===== config.mk =====
export PLATFORM = sky130hd
export DESIGN_NAME = usart_lin_errors
export DESIGN_NICKNAME = d
export VERILOG_FILES = /design/src/hdl/usart_lin_pkg.sv /design/src/hdl/sticky_flag.sv /design/src/hdl/usart_lin_errors.sv
export SDC_FILE = /design/constraint.sdc
export NUM_CORES = 1
export LEC_CHECK = 0
export BUFFER_PORTS_ARGS = -buffer_cell sky130_fd_sc_hd__buf_4
export CAP_MARGIN = 40
export CORE_MARGIN = 8
export CORE_UTILIZATION = 25
export DETAILED_ROUTE_END_ITERATION = 12
export PLACE_DENSITY = 0.47
export SLEW_MARGIN = 40
export SYNTH_ARGS = -nofsm -noshare
export SYNTH_HDL_FRONTEND = slang
export SYNTH_SLANG_ARGS = --single-unit

===== constraint.sdc =====
create_clock -name CLK -period 7.19 [get_ports CLK]
set_clock_uncertainty 0.15 [all_clocks]
set_input_delay 0 -clock CLK [delete_from_list [all_inputs] [get_ports CLK]]
set_output_delay 0 -clock CLK [all_outputs]
set_load 0.05 [all_outputs]

===== src/hdl/usart_lin_pkg.sv =====
// package: register map, fields and constants of the break/handshake/lin block
package usart_lin_pkg;
  localparam logic [7:0] OFF_CTRL    = 8'h00;
  localparam logic [7:0] OFF_MODE    = 8'h04;
  localparam logic [7:0] OFF_IER     = 8'h08;
  localparam logic [7:0] OFF_IMR     = 8'h10;
  localparam logic [7:0] OFF_STATUS  = 8'h14;
  localparam logic [7:0] OFF_LINCFG  = 8'h54;

  localparam int BIT_STATUS_RESET_CMD   = 8;
  localparam int MODE_LSB     = 0;
  localparam logic [3:0] MODE_HANDSHAKE = 4'h2;
  localparam logic [3:0] MODE_SPI_M     = 4'hE;
  localparam logic [3:0] MODE_SPI_S     = 4'hF;
  localparam logic [3:0] MODE_LIN_M     = 4'hA;
  localparam logic [3:0] MODE_LIN_S     = 4'hB;
  localparam int MODE_SYNC_BIT = 8;

  localparam logic [31:0] IER_MASK = 32'h0008_0623;

  localparam int ST_RX_BREAK_FLAG  = 2;
  localparam int ST_LIN_BIT_ERROR_FLAG  = 25;
  localparam int ST_ISFE   = 26;
  localparam int ST_IPE    = 27;
  localparam int ST_CE     = 28;
  localparam int ST_SNRE   = 29;
  localparam int ST_STE    = 30;

  localparam int CFG_NODE_ACTION_LSB = 0;
  localparam int CFG_PARITY_DISABLE   = 2;
  localparam int CFG_CHECKSUM_DISABLE   = 3;
  localparam logic [1:0] NODE_ACTION_SEND    = 2'b00;
  localparam logic [1:0] NODE_ACTION_RECEIVE = 2'b01;
  localparam logic [1:0] NODE_ACTION_IGNORE  = 2'b10;

  localparam logic [7:0] SYNCH_VALUE = 8'h55;
  localparam logic [3:0] OVERSAMPLE  = 4'hF;
  localparam logic [3:0] END_BRK_SAMPLES = 4'h2;
  localparam int TOL_PCT = 15;

  localparam logic [31:0] RESET_ZERO = 32'h0000_0000;

  typedef struct packed {
    logic        sel;
    logic        write;
    logic [7:0]  addr;
  } ahb_req_s;

  // one received LIN character with its role
  typedef struct packed {
    logic        valid;
    logic [1:0]  kind;
    logic [7:0]  data;
  } lin_char_s;

  localparam logic [1:0] CH_SYNCH = 2'b00;
  localparam logic [1:0] CH_ID    = 2'b01;
  localparam logic [1:0] CH_CSUM  = 2'b10;
endpackage


===== src/hdl/sticky_flag.sv =====
// sticky status bit: hardware set beats software clear
`timescale 1ns/100ps
module sticky_flag (
  input  wire logic clk,
  input  wire logic rst_n,
  input  wire logic set,
  input  wire logic clr,
  output logic      flag
);
  always_ff @(posedge clk or negedge rst_n) begin
    if (!rst_n) begin
      flag <= 1'b0;
    end else if (set) begin
      flag <= 1'b1;
    end else if (clr) begin
      flag <= 1'b0;
    end
  end
endmodule


===== src/hdl/usart_lin_errors.sv =====
// receive break, rts/cts flow control, lin error flags and spi irq enables
`timescale 1ns/100ps
module usart_lin_errors (
  input  wire logic         CLK,
  input  wire logic         RESETN,
  input  wire logic         HSEL,
  input  wire logic [31:0]  HADDR,
  input  wire logic [1:0]   HTRANS,
  input  wire logic         HWRITE,
  input  wire logic [2:0]   HSIZE,
  input  wire logic [31:0]  HWDATA,
  input  wire logic         HREADY,
  output logic [31:0]       HRDATA,
  output logic              HREADYOUT,
  output logic              HRESP,
  input  wire logic         SAMPLE_TICK,
  input  wire logic         RXD,
  input  wire logic         RX_CHAR_DONE,
  input  wire logic [8:0]   RX_CHAR_BITS,
  input  wire logic         RX_FIFO_FULL,
  input  wire logic         TX_BIT_TICK,
  input  wire logic         TX_LINE,
  input  wire logic         TX_BYTE_END,
  input  wire logic         TX_ACTIVE,
  input  wire logic         CTS,
  input  wire logic [1:0]   LIN_CHAR_KIND,
  input  wire logic         LIN_CHAR_VALID,
  input  wire logic [7:0]   LIN_CHAR_DATA,
  input  wire logic         LIN_FRAME_START,
  input  wire logic         LIN_FRAME_VALID,
  input  wire logic         LIN_FRAME_TIMEOUT,
  input  wire logic         LIN_SYNC_DONE,
  input  wire logic [15:0]  LIN_BAUD_INIT,
  input  wire logic [15:0]  LIN_BAUD_NEW,
  output logic              RTS,
  output logic              TX_ENABLE,
  output logic              TX_ABORT,
  output logic [3:0]        USART_MODE,
  output logic [31:0]       IRQ_ENABLE
);
  logic [1:0] rst_sync;
  logic       rst_n;

  always_ff @(posedge CLK or negedge RESETN) begin
    if (!RESETN) begin
      rst_sync <= 2'b00;
    end else begin
      rst_sync <= {rst_sync[0], 1'b1};
    end
  end
  assign rst_n = rst_sync[1];

  // ahb-lite address phase capture, zero wait states
  usart_lin_pkg::ahb_req_s req_reg;
  usart_lin_pkg::ahb_req_s req_next;
  wire take = HSEL && HREADY && HTRANS[1];

  assign req_next = '{sel: take, write: HWRITE, addr: HADDR[7:0]};

  always_ff @(posedge CLK or negedge rst_n) begin
    if (!rst_n) begin
      req_reg <= '0;
    end else begin
      req_reg <= req_next;
    end
  end

  wire wr = req_reg.sel && req_reg.write;
  wire rd_phase = take && !HWRITE;
  wire wr_ctrl   = wr && (req_reg.addr == usart_lin_pkg::OFF_CTRL);
  wire wr_mode   = wr && (req_reg.addr == usart_lin_pkg::OFF_MODE);
  wire wr_ier    = wr && (req_reg.addr == usart_lin_pkg::OFF_IER);
  wire wr_lincfg = wr && (req_reg.addr == usart_lin_pkg::OFF_LINCFG);
  wire status_reset_cmd = wr_ctrl && HWDATA[usart_lin_pkg::BIT_STATUS_RESET_CMD];

  logic [31:0] mode_reg;
  logic [31:0] lincfg_reg;
  logic [31:0] ier_reg;

  wire [3:0] mode = mode_reg[usart_lin_pkg::MODE_LSB +: 4];
  wire sync_mode = mode_reg[usart_lin_pkg::MODE_SYNC_BIT];
  wire handshake = (mode == usart_lin_pkg::MODE_HANDSHAKE);
  wire spi_mode = (mode == usart_lin_pkg::MODE_SPI_M) ||
                  (mode == usart_lin_pkg::MODE_SPI_S);
  wire lin_master = (mode == usart_lin_pkg::MODE_LIN_M);
  wire lin_slave  = (mode == usart_lin_pkg::MODE_LIN_S);
  wire lin_any    = lin_master || lin_slave;
  wire [1:0] node_action = lincfg_reg[usart_lin_pkg::CFG_NODE_ACTION_LSB +: 2];
  wire parity_disable = lincfg_reg[usart_lin_pkg::CFG_PARITY_DISABLE];
  wire checksum_disable = lincfg_reg[usart_lin_pkg::CFG_CHECKSUM_DISABLE];

  // write-one-to-set, masked to the implemented bits
  wire [31:0] ier_next =
    ier_reg | (HWDATA & usart_lin_pkg::IER_MASK);

  always_ff @(posedge CLK or negedge rst_n) begin
    if (!rst_n) begin
      mode_reg   <= usart_lin_pkg::RESET_ZERO;
      lincfg_reg <= usart_lin_pkg::RESET_ZERO;
      ier_reg    <= usart_lin_pkg::RESET_ZERO;
    end else begin
      if (wr_mode) mode_reg <= HWDATA;
      if (wr_lincfg) lincfg_reg <= HWDATA;
      if (wr_ier && spi_mode) ier_reg <= ier_next;
    end
  end

  // break detection on a completed all-low character
  logic in_break_reg;
  logic [3:0] high_cnt_reg;
  wire brk_start = RX_CHAR_DONE && (RX_CHAR_BITS == 9'h000)
                   && !in_break_reg;
  // frame error for an all-low character is suppressed upstream of status
  wire frame_err = 1'b0;
  // consecutive high oversampled ticks; sync counts one sample
  wire [3:0] end_need = sync_mode ? 4'h1 : usart_lin_pkg::END_BRK_SAMPLES;
  wire [3:0] high_cnt_next =
    !RXD ? 4'h0 : (high_cnt_reg == usart_lin_pkg::OVERSAMPLE)
         ? high_cnt_reg : high_cnt_reg + 4'h1;
  wire brk_end = in_break_reg && SAMPLE_TICK && RXD &&
                 (high_cnt_next >= end_need);

  always_ff @(posedge CLK or negedge rst_n) begin
    if (!rst_n) begin
      in_break_reg <= 1'b0;
      high_cnt_reg <= 4'h0;
    end else begin
      if (SAMPLE_TICK) high_cnt_reg <= high_cnt_next;
      if (brk_start) begin
        in_break_reg <= 1'b1;
        high_cnt_reg <= 4'h0;
      end else if (brk_end) begin
        in_break_reg <= 1'b0;
      end
    end
  end

  // lin bit error and abort at byte border
  wire bit_mismatch = lin_any && TX_ACTIVE && TX_BIT_TICK &&
                      (TX_LINE != RXD);
  logic abort_pend_reg;
  always_ff @(posedge CLK or negedge rst_n) begin
    if (!rst_n) begin
      abort_pend_reg <= 1'b0;
    end else if (TX_BYTE_END) begin
      abort_pend_reg <= 1'b0;
    end else if (bit_mismatch) begin
      abort_pend_reg <= 1'b1;
    end
  end
  // abort waits for the byte to finish so the bus sees whole bytes
  wire abort_now = TX_BYTE_END && (abort_pend_reg || bit_mismatch);

  wire ch_synch = LIN_CHAR_VALID && LIN_CHAR_KIND == usart_lin_pkg::CH_SYNCH;
  wire ch_id    = LIN_CHAR_VALID && LIN_CHAR_KIND == usart_lin_pkg::CH_ID;
  wire ch_csum  = LIN_CHAR_VALID && LIN_CHAR_KIND == usart_lin_pkg::CH_CSUM;
  wire isfe_set = lin_slave && ch_synch &&
                  (LIN_CHAR_DATA != usart_lin_pkg::SYNCH_VALUE);
  wire p0 = LIN_CHAR_DATA[0] ^ LIN_CHAR_DATA[1] ^ LIN_CHAR_DATA[2] ^
            LIN_CHAR_DATA[4];
  wire p1 = ~(LIN_CHAR_DATA[1] ^ LIN_CHAR_DATA[3] ^ LIN_CHAR_DATA[4] ^
            LIN_CHAR_DATA[5]);
  wire ipe_set = lin_slave && ch_id && !parity_disable &&
                 ({p1, p0} != LIN_CHAR_DATA[7:6]);

  // checksum: running carry-add sum over data bytes, inverted
  logic [7:0] sum_reg;
  wire [8:0] sum_add = {1'b0, sum_reg} + {1'b0, LIN_CHAR_DATA};
  wire [7:0] sum_wrap = sum_add[7:0] + {7'h00, sum_add[8]};
  wire data_char = LIN_CHAR_VALID && (LIN_CHAR_KIND == 2'b11);
  always_ff @(posedge CLK or negedge rst_n) begin
    if (!rst_n) begin
      sum_reg <= 8'h00;
    end else if (LIN_FRAME_START) begin
      sum_reg <= 8'h00;
    end else if (data_char) begin
      sum_reg <= sum_wrap;
    end
  end
  wire ce_set = lin_any && ch_csum && !checksum_disable &&
                (LIN_CHAR_DATA != ~sum_reg);

  wire snre_set = lin_any && (node_action == usart_lin_pkg::NODE_ACTION_RECEIVE) &&
                  LIN_FRAME_TIMEOUT && !LIN_FRAME_VALID;

  // |new - init| * 100 > init * 15
  wire [16:0] diff = (LIN_BAUD_NEW >= LIN_BAUD_INIT) ?
    {1'b0, LIN_BAUD_NEW - LIN_BAUD_INIT} :
    {1'b0, LIN_BAUD_INIT - LIN_BAUD_NEW};
  wire [23:0] diff_scaled = {7'h00, diff} * 24'd100;
  wire [23:0] tol_scaled = {8'h00, LIN_BAUD_INIT} *
                           24'(usart_lin_pkg::TOL_PCT);
  wire ste_set = lin_slave && LIN_SYNC_DONE &&
                 (diff_scaled > tol_scaled);

  // sticky flags, set wins over status reset
  logic [6:0] flags;
  wire [6:0] flag_set = {ste_set, snre_set, ce_set, ipe_set, isfe_set,
                         bit_mismatch, brk_start || brk_end};
  genvar gi;
  generate
    for (gi = 0; gi < 7; gi++) begin : g_flag
      sticky_flag u_flag (
        .clk   (CLK),
        .rst_n (rst_n),
        .set   (flag_set[gi]),
        .clr   (status_reset_cmd),
        .flag  (flags[gi])
      );
    end
  endgenerate

  logic [31:0] status;
  always_comb begin
    status = usart_lin_pkg::RESET_ZERO;
    status[usart_lin_pkg::ST_RX_BREAK_FLAG] = flags[0];
    status[usart_lin_pkg::ST_LIN_BIT_ERROR_FLAG] = flags[1];
    status[usart_lin_pkg::ST_ISFE]  = flags[2];
    status[usart_lin_pkg::ST_IPE]   = flags[3];
    status[usart_lin_pkg::ST_CE]    = flags[4];
    status[usart_lin_pkg::ST_SNRE]  = flags[5];
    status[usart_lin_pkg::ST_STE]   = flags[6];
    status[0] = frame_err;
  end

  wire [7:0] raddr = HADDR[7:0];
  wire [31:0] rdata_next =
    (raddr == usart_lin_pkg::OFF_MODE)   ? mode_reg :
    (raddr == usart_lin_pkg::OFF_IMR)    ? ier_reg :
    (raddr == usart_lin_pkg::OFF_STATUS) ? status :
    (raddr == usart_lin_pkg::OFF_LINCFG) ? lincfg_reg :
    usart_lin_pkg::RESET_ZERO;

  // rts high asks the remote to stop while the receiver is full
  wire rts_next = handshake ? RX_FIFO_FULL : 1'b0;
  wire txen_next = !handshake || !CTS;

  always_ff @(posedge CLK or negedge rst_n) begin
    if (!rst_n) begin
      HRDATA     <= usart_lin_pkg::RESET_ZERO;
      RTS        <= 1'b0;
      TX_ENABLE  <= 1'b1;
      TX_ABORT   <= 1'b0;
      USART_MODE <= 4'h0;
      IRQ_ENABLE <= usart_lin_pkg::RESET_ZERO;
    end else begin
      if (rd_phase) HRDATA <= rdata_next;
      RTS        <= rts_next;
      TX_ENABLE  <= txen_next;
      TX_ABORT   <= abort_now;
      USART_MODE <= mode;
      IRQ_ENABLE <= ier_reg;
    end
  end

  always_ff @(posedge CLK or negedge rst_n) begin
    if (!rst_n) begin
      HREADYOUT <= 1'b1;
      HRESP     <= 1'b0;
    end else begin
      HREADYOUT <= 1'b1;
      HRESP     <= 1'b0;
    end
  end
endmodule


==> results of run 1 <==
==> worst max-delay path: cells and delay by family <==
kind,cells,cell delay [ns]
adder cells (fa/ha/maj),7,2.29
buffers and inverters,5,0.36
XOR/XNOR,2,0.38
AO/OA/AOI/OAI,15,2.90
AND/OR/NAND/NOR,6,0.78
==> routing by layer <==
| metal | vias up | GRT usage | routed length [um] |
|---|---|---|---|
| met2 | 184 | 0.203 | 15100 |
| met1 | 4339 | 0.160 | 15500 |
| met3 | 21 | 0.0212 | 1150 |
| met4 | 0 | 0.0204 | 233 |
| met5 | - | 0 | 0 |
| li1 | 4509 | - | - |
==> logic make-up (layout without fill, tap and decap cells) <==
kind of cell               after synthesis  count (layout)  share of synthesized area
xor gates and xnor gates                67              67                     0.0511
other                                    2              30                   0.000655
and+or+nand+nor                        234             234                     0.0988
AOI/OAI and AO/OA                      270             270                      0.159
DFF                                    148             148                      0.323
buffers and inverters                  170             421                     0.0677
adders and majority gates              182             182                      0.226
muxes                                   76              76                     0.0736
==> Yosys cell counts, types with 9 or more instances <==
| cell type | n | share of area |
|---|---|---|
| nand2b_1 | 9 | 0.0049 |
| xor2_1 | 25 | 0.019 |
| fa_1 | 43 | 0.075 |
| inv_1 | 112 | 0.037 |
| a22o_1 | 16 | 0.012 |
| nand2_1 | 87 | 0.028 |
| nand3_1 | 24 | 0.010 |
| clkbuf_1 | 19 | 0.0062 |
| o21ai_0 | 69 | 0.030 |
| nor3_1 | 13 | 0.0057 |
| xnor2_1 | 42 | 0.032 |
| mux2_2 | 67 | 0.066 |
| nor2b_1 | 14 | 0.0076 |
| nor2_1 | 43 | 0.014 |
| dfrtp_1 | 147 | 0.32 |
| buf_4 | 29 | 0.019 |
| mux2i_1 | 9 | 0.0079 |
| ha_1 | 138 | 0.15 |
| a21oi_1 | 61 | 0.027 |
| a22oi_1 | 19 | 0.012 |
| a21o_1 | 26 | 0.017 |
| nand4_1 | 10 | 0.0055 |
==> worst min path at each step <==
stage	to	slack, ns	cells after the start
5_1_grt	g_flag[1].u_flag.flag	0.03	4
3_3_place_gp	rst_sync[0]	-0.37	1
6_report	sum_reg[7]	0.02	5
3_5_place_dp	rst_sync[0]	-0.36	1
2_1_floorplan	rst_sync[0]	-0.45	0
4_1_cts	sum_reg[7]	0.004	5
==> per-stage QoR <==
| stage | setup slack, ns | std cells |
|---|---|---|
| floorplan | 0.770 | 1176 |
| global placement | 0.271 | 1924 |
| CTS | 0.594 | 2027 |
| global route | 0.0880 | 2027 |
| detailed placement | 0.172 | 1926 |
| finish | 0.615 | 2028 |
==> power groups by stage <==
stage	logic (mW)	registers [mW]	clock network, mW
finish	2.90	0.883	0.822
global route	3.33	0.887	0.888
CTS	2.96	0.884	0.851
detailed placement	2.90	0.899	0
global placement	2.85	0.903	0
floorplan	2.13	0.908	0
==> cell type report <==
class	count	area (um^2)	area share
multi-input combinational	858	7130	0.481
sequential	148	3710	0.250
timing repair buffer	277	2290	0.154
tap	600	751	0.0506
clock buffer	23	458	0.0308
inverter	112	420	0.0283
clock inverter	9	81.3	0.00548
antenna	1	2.50	0.000169
==> repair_timing <==
action                    4_1_cts  5_1_grt
buffers inserted                0        0
hold buffers                   69        0
gates resized for setup         0        0
hold endpoints to repair      111        0
==> results by group, run 1 <==
Run status
  • Status: complete, no violations

Route
  • Vias: 9,053
  • Router iterations before antenna repair: 6
  • Post-Route WL: 32,000 um
  • Iteration-0 DRC count of the detailed router: 458
  • DRC Markers: 0
  • Antenna Violating Nets Remaining: 0
  • Via density: 4.46
  • Drt wl/cell: 15.8 um

Power and ir drop
  • Leakage: 7.18 nW
  • VDD IR max: 0.212 mV
  • Flop pwr share: 0.192
  • Combinational Power Share: 0.630
  • Sw Share: 0.414
  • Total power: 4.60 mW
  • Net Sw Power: 1.91 mW
  • Internal: 2.70 mW
  • PD cells: 310 nW/um^2
  • Clock power share: 0.178

Worst setup path
  • Crit-path max FO: 5
  • Critical R2R Capture: g_flag[6].u_flag.flag
  • Critical path endpoint: g_flag[6].u_flag.flag
  • Crit-path max cell delay: 0.53 ns
  • CP max stage cell: fa_1
  • Startpoint types: input port
  • Worst setup path startpoint: LIN_BAUD_INIT[0]
  • CP endpoint kind: flip-flop
  • Crit path DAT: 6.71 ns
  • Top cell by count, worst path: ha_1
  • FF-to-FF setup slack: 4.25 ns
  • Reg2reg start: req_reg[4]
  • Worst r2r path cells: 5
  • Crit Path Class: input port to flip-flop
  • Worst path required time: 7.32 ns

Place
  • IO buf count: 155
  • Placer Congestion: 0.819
  • DP Area: 13,600 um^2
  • Post-DP HPWL: 25,500 um

GRT
  • Vias in the first global route: 9,507
  • GRT Total Usage: 0.120
  • Pin count of the biggest net entering global routing: 79
  • First-pass GRT wire length: 51,800 um
  • Overflow after GRT: 0
  • Antenna violations before repair: 0

Layout
  • Commonest cells after routing, fill and taps aside: buf_4, dfrtp_1, ha_1
  • Area Overhead vs Synth: 29.4%
  • Final instance area: 14,800 um^2
  • Fillers: 4,695
  • Commonest non-fill, non-tap cell in the layout: buf_4
  • Final Core Density: 0.327
  • Layout cell share with drive strength beyond 1: 0.232
  • Layout Nets: 1,734

Timing
  • Final worst-path cycle share: 0.915
  • Hold Fails Final Rpt: 0
  • RSZ-0062 raised after global routing: no
  • Final Setup Violations: 0
  • Minimum clock period: 6.58 ns
  • Hold Slack: 0.0180 ns
  • Setup TNS: 0 ns
  • Slew Limit Fails: 0
  • Worst slew pin tran: 0.875 ns
  • Worst slew margin: 0.414
  • Max Freq: 152 MHz

Yosys
  • Synth Instances: 1,149
  • Top_reg_cell synth: dfrtp_1
  • Post-Syn Area per Cell: 9.99 um^2
  • Synth unique cells: 76
  • Ys Warns: 0
  • Synth Register Bits: 148
  • FFs w/ async S/R, synth: 1.00
  • Post-synthesis sequential area ratio: 0.323
  • Post-synth EDFFs: 0
  • Synthesized area: 11,500 um^2

Clock tree
  • Clk buf depth: 2
  • Root buf cell: clkbuf_16
  • CTS tree: done
  • Cts bufs inserted: 17
  • Worst-path clk slew: 0.06 ns
  • Clk Latency, worst-skew pair: 0.42 ns
  • Clk sink count: 148
  • H-tree levels: 4

Floorplan
  • Die W: 230 um
  • Die Y: 230 um
  • Full die area: 53,000 um^2
  • Number of I/O pins: 212
  • Core Footprint: 45,400 um^2
  • Initial Util: 0.253
  • Core Rows: 78

Min path
  • Worst Hold Launch: LIN_CHAR_DATA[6]
  • Worst hold path class: input port to flip-flop

Flow run
  • # Max-Cap Violations: 0
No activity file was read; power rests on OpenSTA's default activity.
==> run 2: changes to the inputs <==
- SYNTH_HIERARCHICAL: default -> 1
==> run 2 against run 1 <==
  * Final area fell by 1.5%
  * Maximum frequency rose by 0.26%
  * Clock power rose by 6.7%
  * Hold slack improved by 0.030 ns
  * Setup slack improved by 0.017 ns
  * Wire length fell by 3.8%
  * Non-clock buffer count fell by 29
  * Register-to-register slack improved by 0.02 ns
  * Largest cell class unchanged
==> results by group, run 2 <==
Run status
  • Status: complete, no violations

Min path
  • Worst Hold Launch: LIN_CHAR_DATA[1]
  • Worst hold path depth: 4 (-1)
  • Worst min-delay path endpoint: sum_reg[1]
  • Worst hold path class: input port to flip-flop

Place
  • DP Area: 13,300 um^2 (-2.4%)
  • Dpl ws: 0.0333 ns (-0.138 ns)
  • Placer Congestion: 0.786 (-4.1%)
  • Post-DP HPWL: 24,700 um (-3.4%)
  • IO buf count: 155 (unchanged)

Worst setup path
  • Worst setup path startpoint: LIN_BAUD_INIT[9]
  • Crit path DAT: 6.71 ns (about the same)
  • Top cell by count, worst path: ha_1
  • FF-to-FF setup slack: 4.27 ns (+0.02 ns)
  • Worst path required time: 7.35 ns (+0.03 ns)
  • Startpoint types: input port
  • Worst r2r path cells: 14 (+9)
  • Crit-path max FO: 15 (+10)
  • Crit Path Class: input port to flip-flop
  • Crit-path max cell delay: 0.53 ns (about the same)
  • Critical R2R Capture: sum_reg[6]
  • Reg2reg start: sum_reg[0]
  • CP endpoint kind: flip-flop
  • CP max stage cell: fa_1

Yosys
  • Simple-gate area share of the yosys netlist: 0.0991 (+0.000321)
  • Synth unique cells: 78 (+2.6%)
  • Post-synth top area cell: dfrtp_1
  • Post-synthesis compound-gate area fraction: 0.152 (-0.00653)
  • Fraction of synthesized area in multiplexers: 0.0789 (+0.00531)
  • Most common cell in the synthesized netlist: dfrtp_1
  • Ys Warns: 6 (+6)
  • Post-synthesis sequential area ratio: 0.325 (+0.00213)
  • FFs w/ async S/R, synth: 1.00 (unchanged)
  • Post-Syn Area per Cell: 10.1 um^2 (+1.6%)
  • Synthesized area: 11,400 um^2 (-0.65%)
  • Synth Area in Adders: 0.227 (+0.000613)
  • Synth Instances: 1,123 (-2.3%)
  • Synth top cells by count: dfrtp_1, ha_1, inv_1, mux2_2, nand2_1
  • Synth top area cells: dfrtp_1, ha_1, fa_1
  • Synth Register Bits: 148 (unchanged)
  • Post-synth EDFFs: 0 (unchanged)
  • Xor and xnor area share after synthesis: 0.0506 (-0.000541)
  • Main combinational cell family by area after synthesis: adder cells
  • Top_reg_cell synth: dfrtp_1
  • Area fraction of the dominant cell type after synthesis: 0.323 (+0.00211)

Layout
  • Commonest cells after routing, fill and taps aside: buf_4, dfrtp_1, ha_1
  • ANT cells: 0 (-1)
  • Multi-input gate area: 7100 um^2 (-0.47%)
  • Register area: 3710 um^2 (unchanged)
  • Layout cell share with drive strength beyond 1: 0.221 (-0.0109)
  • Fillers: 4,714 (+0.40%)
  • Final Core Density: 0.323 (-0.00365)
  • Area Overhead vs Synth: 28.2%
  • Commonest non-fill, non-tap cell in the layout: buf_4
  • Final instance area: 14,600 um^2 (-1.5%)
  • Layout Nets: 1,678 (-3.2%)

Route
  • Drt wl/cell: 15.6 um (-0.97%)
  • Post-Route WL: 30,800 um (-3.8%)
  • Iteration-0 DRC count of the detailed router: 400 (-13%)
  • Antenna Violating Nets Remaining: 0 (unchanged)
  • DRC Markers: 0 (unchanged)
  • Via density: 4.49 (+0.53%)
  • Vias: 8,845 (-2.3%)
  • Router iterations before antenna repair: 5 (-1)

Clock tree
  • Clk buf depth: 2 (unchanged)
  • Clk Latency, worst-skew pair: 0.41 ns (about the same)
  • H-tree levels: 4 (unchanged)
  • Cts bufs inserted: 17 (unchanged)
  • Root buf cell: clkbuf_16
  • Worst-path clk slew: 0.06 ns (about the same)
  • Clk sink count: 148 (unchanged)
  • CTS tree: done

GRT
  • Antenna violations before repair: 0 (unchanged)
  • Pin count of the biggest net entering global routing: 65 (-18%)
  • Overflow after GRT: 0 (unchanged)
  • Vias in the first global route: 9,336 (-1.8%)
  • First-pass GRT wire length: 50,000 um (-3.3%)
  • GRT Total Usage: 0.115 (-0.00470)

Timing
  • Setup TNS: 0 ns (unchanged)
  • Final worst-path cycle share: 0.912 (-0.00240)
  • Worst slew pin tran: 0.790 ns (-0.0851 ns)
  • Minimum clock period: 6.56 ns (-0.0172 ns)
  • Final worst slack: 0.632 ns (+0.0172 ns)
  • Max Freq: 152 MHz (+0.26%)
  • Worst slew margin: 0.471 (+0.0570)
  • Hold Slack: 0.0478 ns (+0.0298 ns)
  • Slew Limit Fails: 0 (unchanged)
  • RSZ-0062 raised after global routing: no
  • Hold Fails Final Rpt: 0 (unchanged)
  • Final Setup Violations: 0 (unchanged)

Flow run
  • # Max-Cap Violations: 0 (unchanged)

Floorplan
  • Initial Util: 0.252 (-0.000569)
  • Die Y: 230 um (-0.31%)
  • Core Footprint: 45,200 um^2 (-0.43%)
  • Core Rows: 78 (unchanged)
  • Full die area: 52,700 um^2 (-0.61%)
  • Die W: 230 um (-0.31%)
  • Number of I/O pins: 212 (unchanged)

Power and ir drop
  • Leakage: 7.07 nW (-1.5%)
  • VDD IR max: 0.182 mV (-14%)
  • PD cells: 309 nW/um^2 (-0.42%)
## run 2: cell count changes after synthesis, sizes merged, moves of 9 or more
cell,previous run,this run
a22o,16,7
a21o,27,37
a21oi,63,52
o21ai,72,61
nand2,87,67
## run 2: timing repair
action,in CTS,in global routing
gates resized for setup,0,5
hold buffers,70,0
buffers inserted,0,0
endpoints found under the hold margin,105,0
endpoints found under the setup margin,0,1
## run 2: worst max-delay path: cells and delay by family
kind,cells,cell delay (ns)
multiplexers,1,0.26
buffers and inverters,5,0.53
AND/OR/NAND/NOR,9,1.18
XOR/XNOR,2,0.36
AO/OA/AOI/OAI,11,2.11
adder cells (fa/ha/maj),6,2.24
## run 2: worst max path at each step
stage / to / slack, ns / cells after the start
floorplan: g_flag[6].u_flag/flag / 0.92 / 37
global placement: g_flag[6].u_flag/flag / 0.07 / 33
detailed placement: g_flag[6].u_flag/flag / 0.03 / 33
CTS: g_flag[6].u_flag/flag / 0.43 / 33
global route: g_flag[6].u_flag/flag / 0.02 / 34
finish: g_flag[6].u_flag/flag / 0.63 / 34
## run 2: final cells by class
| class | instances | share of cell area |
|---|---|---|
| clock buffer | 21 | 0.0329 |
| clock inverter | 11 | 0.00779 |
| inverter | 112 | 0.0288 |
| multi-input combinational | 831 | 0.486 |
| sequential | 148 | 0.254 |
| tap | 600 | 0.0514 |
| timing repair buffer | 248 | 0.140 |
## run 2: where the power goes
group / switching (mW) / total (mW) / internal (mW)
Sequential: 0.0269 / 0.894 / 0.867
Clock: 0.357 / 0.877 / 0.520
Combinational: 1.48 / 2.74 / 1.26
Total: 1.87 / 4.51 / 2.65
## run 2: cell families (layout without fill, tap and decap cells)
family,after synthesis,after routing
and+or+nand+nor,223,223
AOI/OAI and AO/OA,252,252
other,2,29
buffers and inverters,171,392
muxes,81,81
DFF,148,148
xor gates and xnor gates,65,65
adders and majority gates,181,181
## run 2: routing by layer
layer / vias to the layer above / global-route usage / part of all wire
met5: - / 0 / 0
li1: 4373 / - / -
met3: 20 / 0.0164 / 0.032
met1: 4323 / 0.150 / 0.46
met2: 129 / 0.199 / 0.49
met4: 0 / 0.0263 / 0.012
## run 2: stage by stage
stage               power (mW)  std cells
global placement          3.59       1869
CTS                       4.56       1971
finish                    4.51       1971
global route              4.97       1971
detailed placement        3.61       1869
floorplan                 2.98       1150
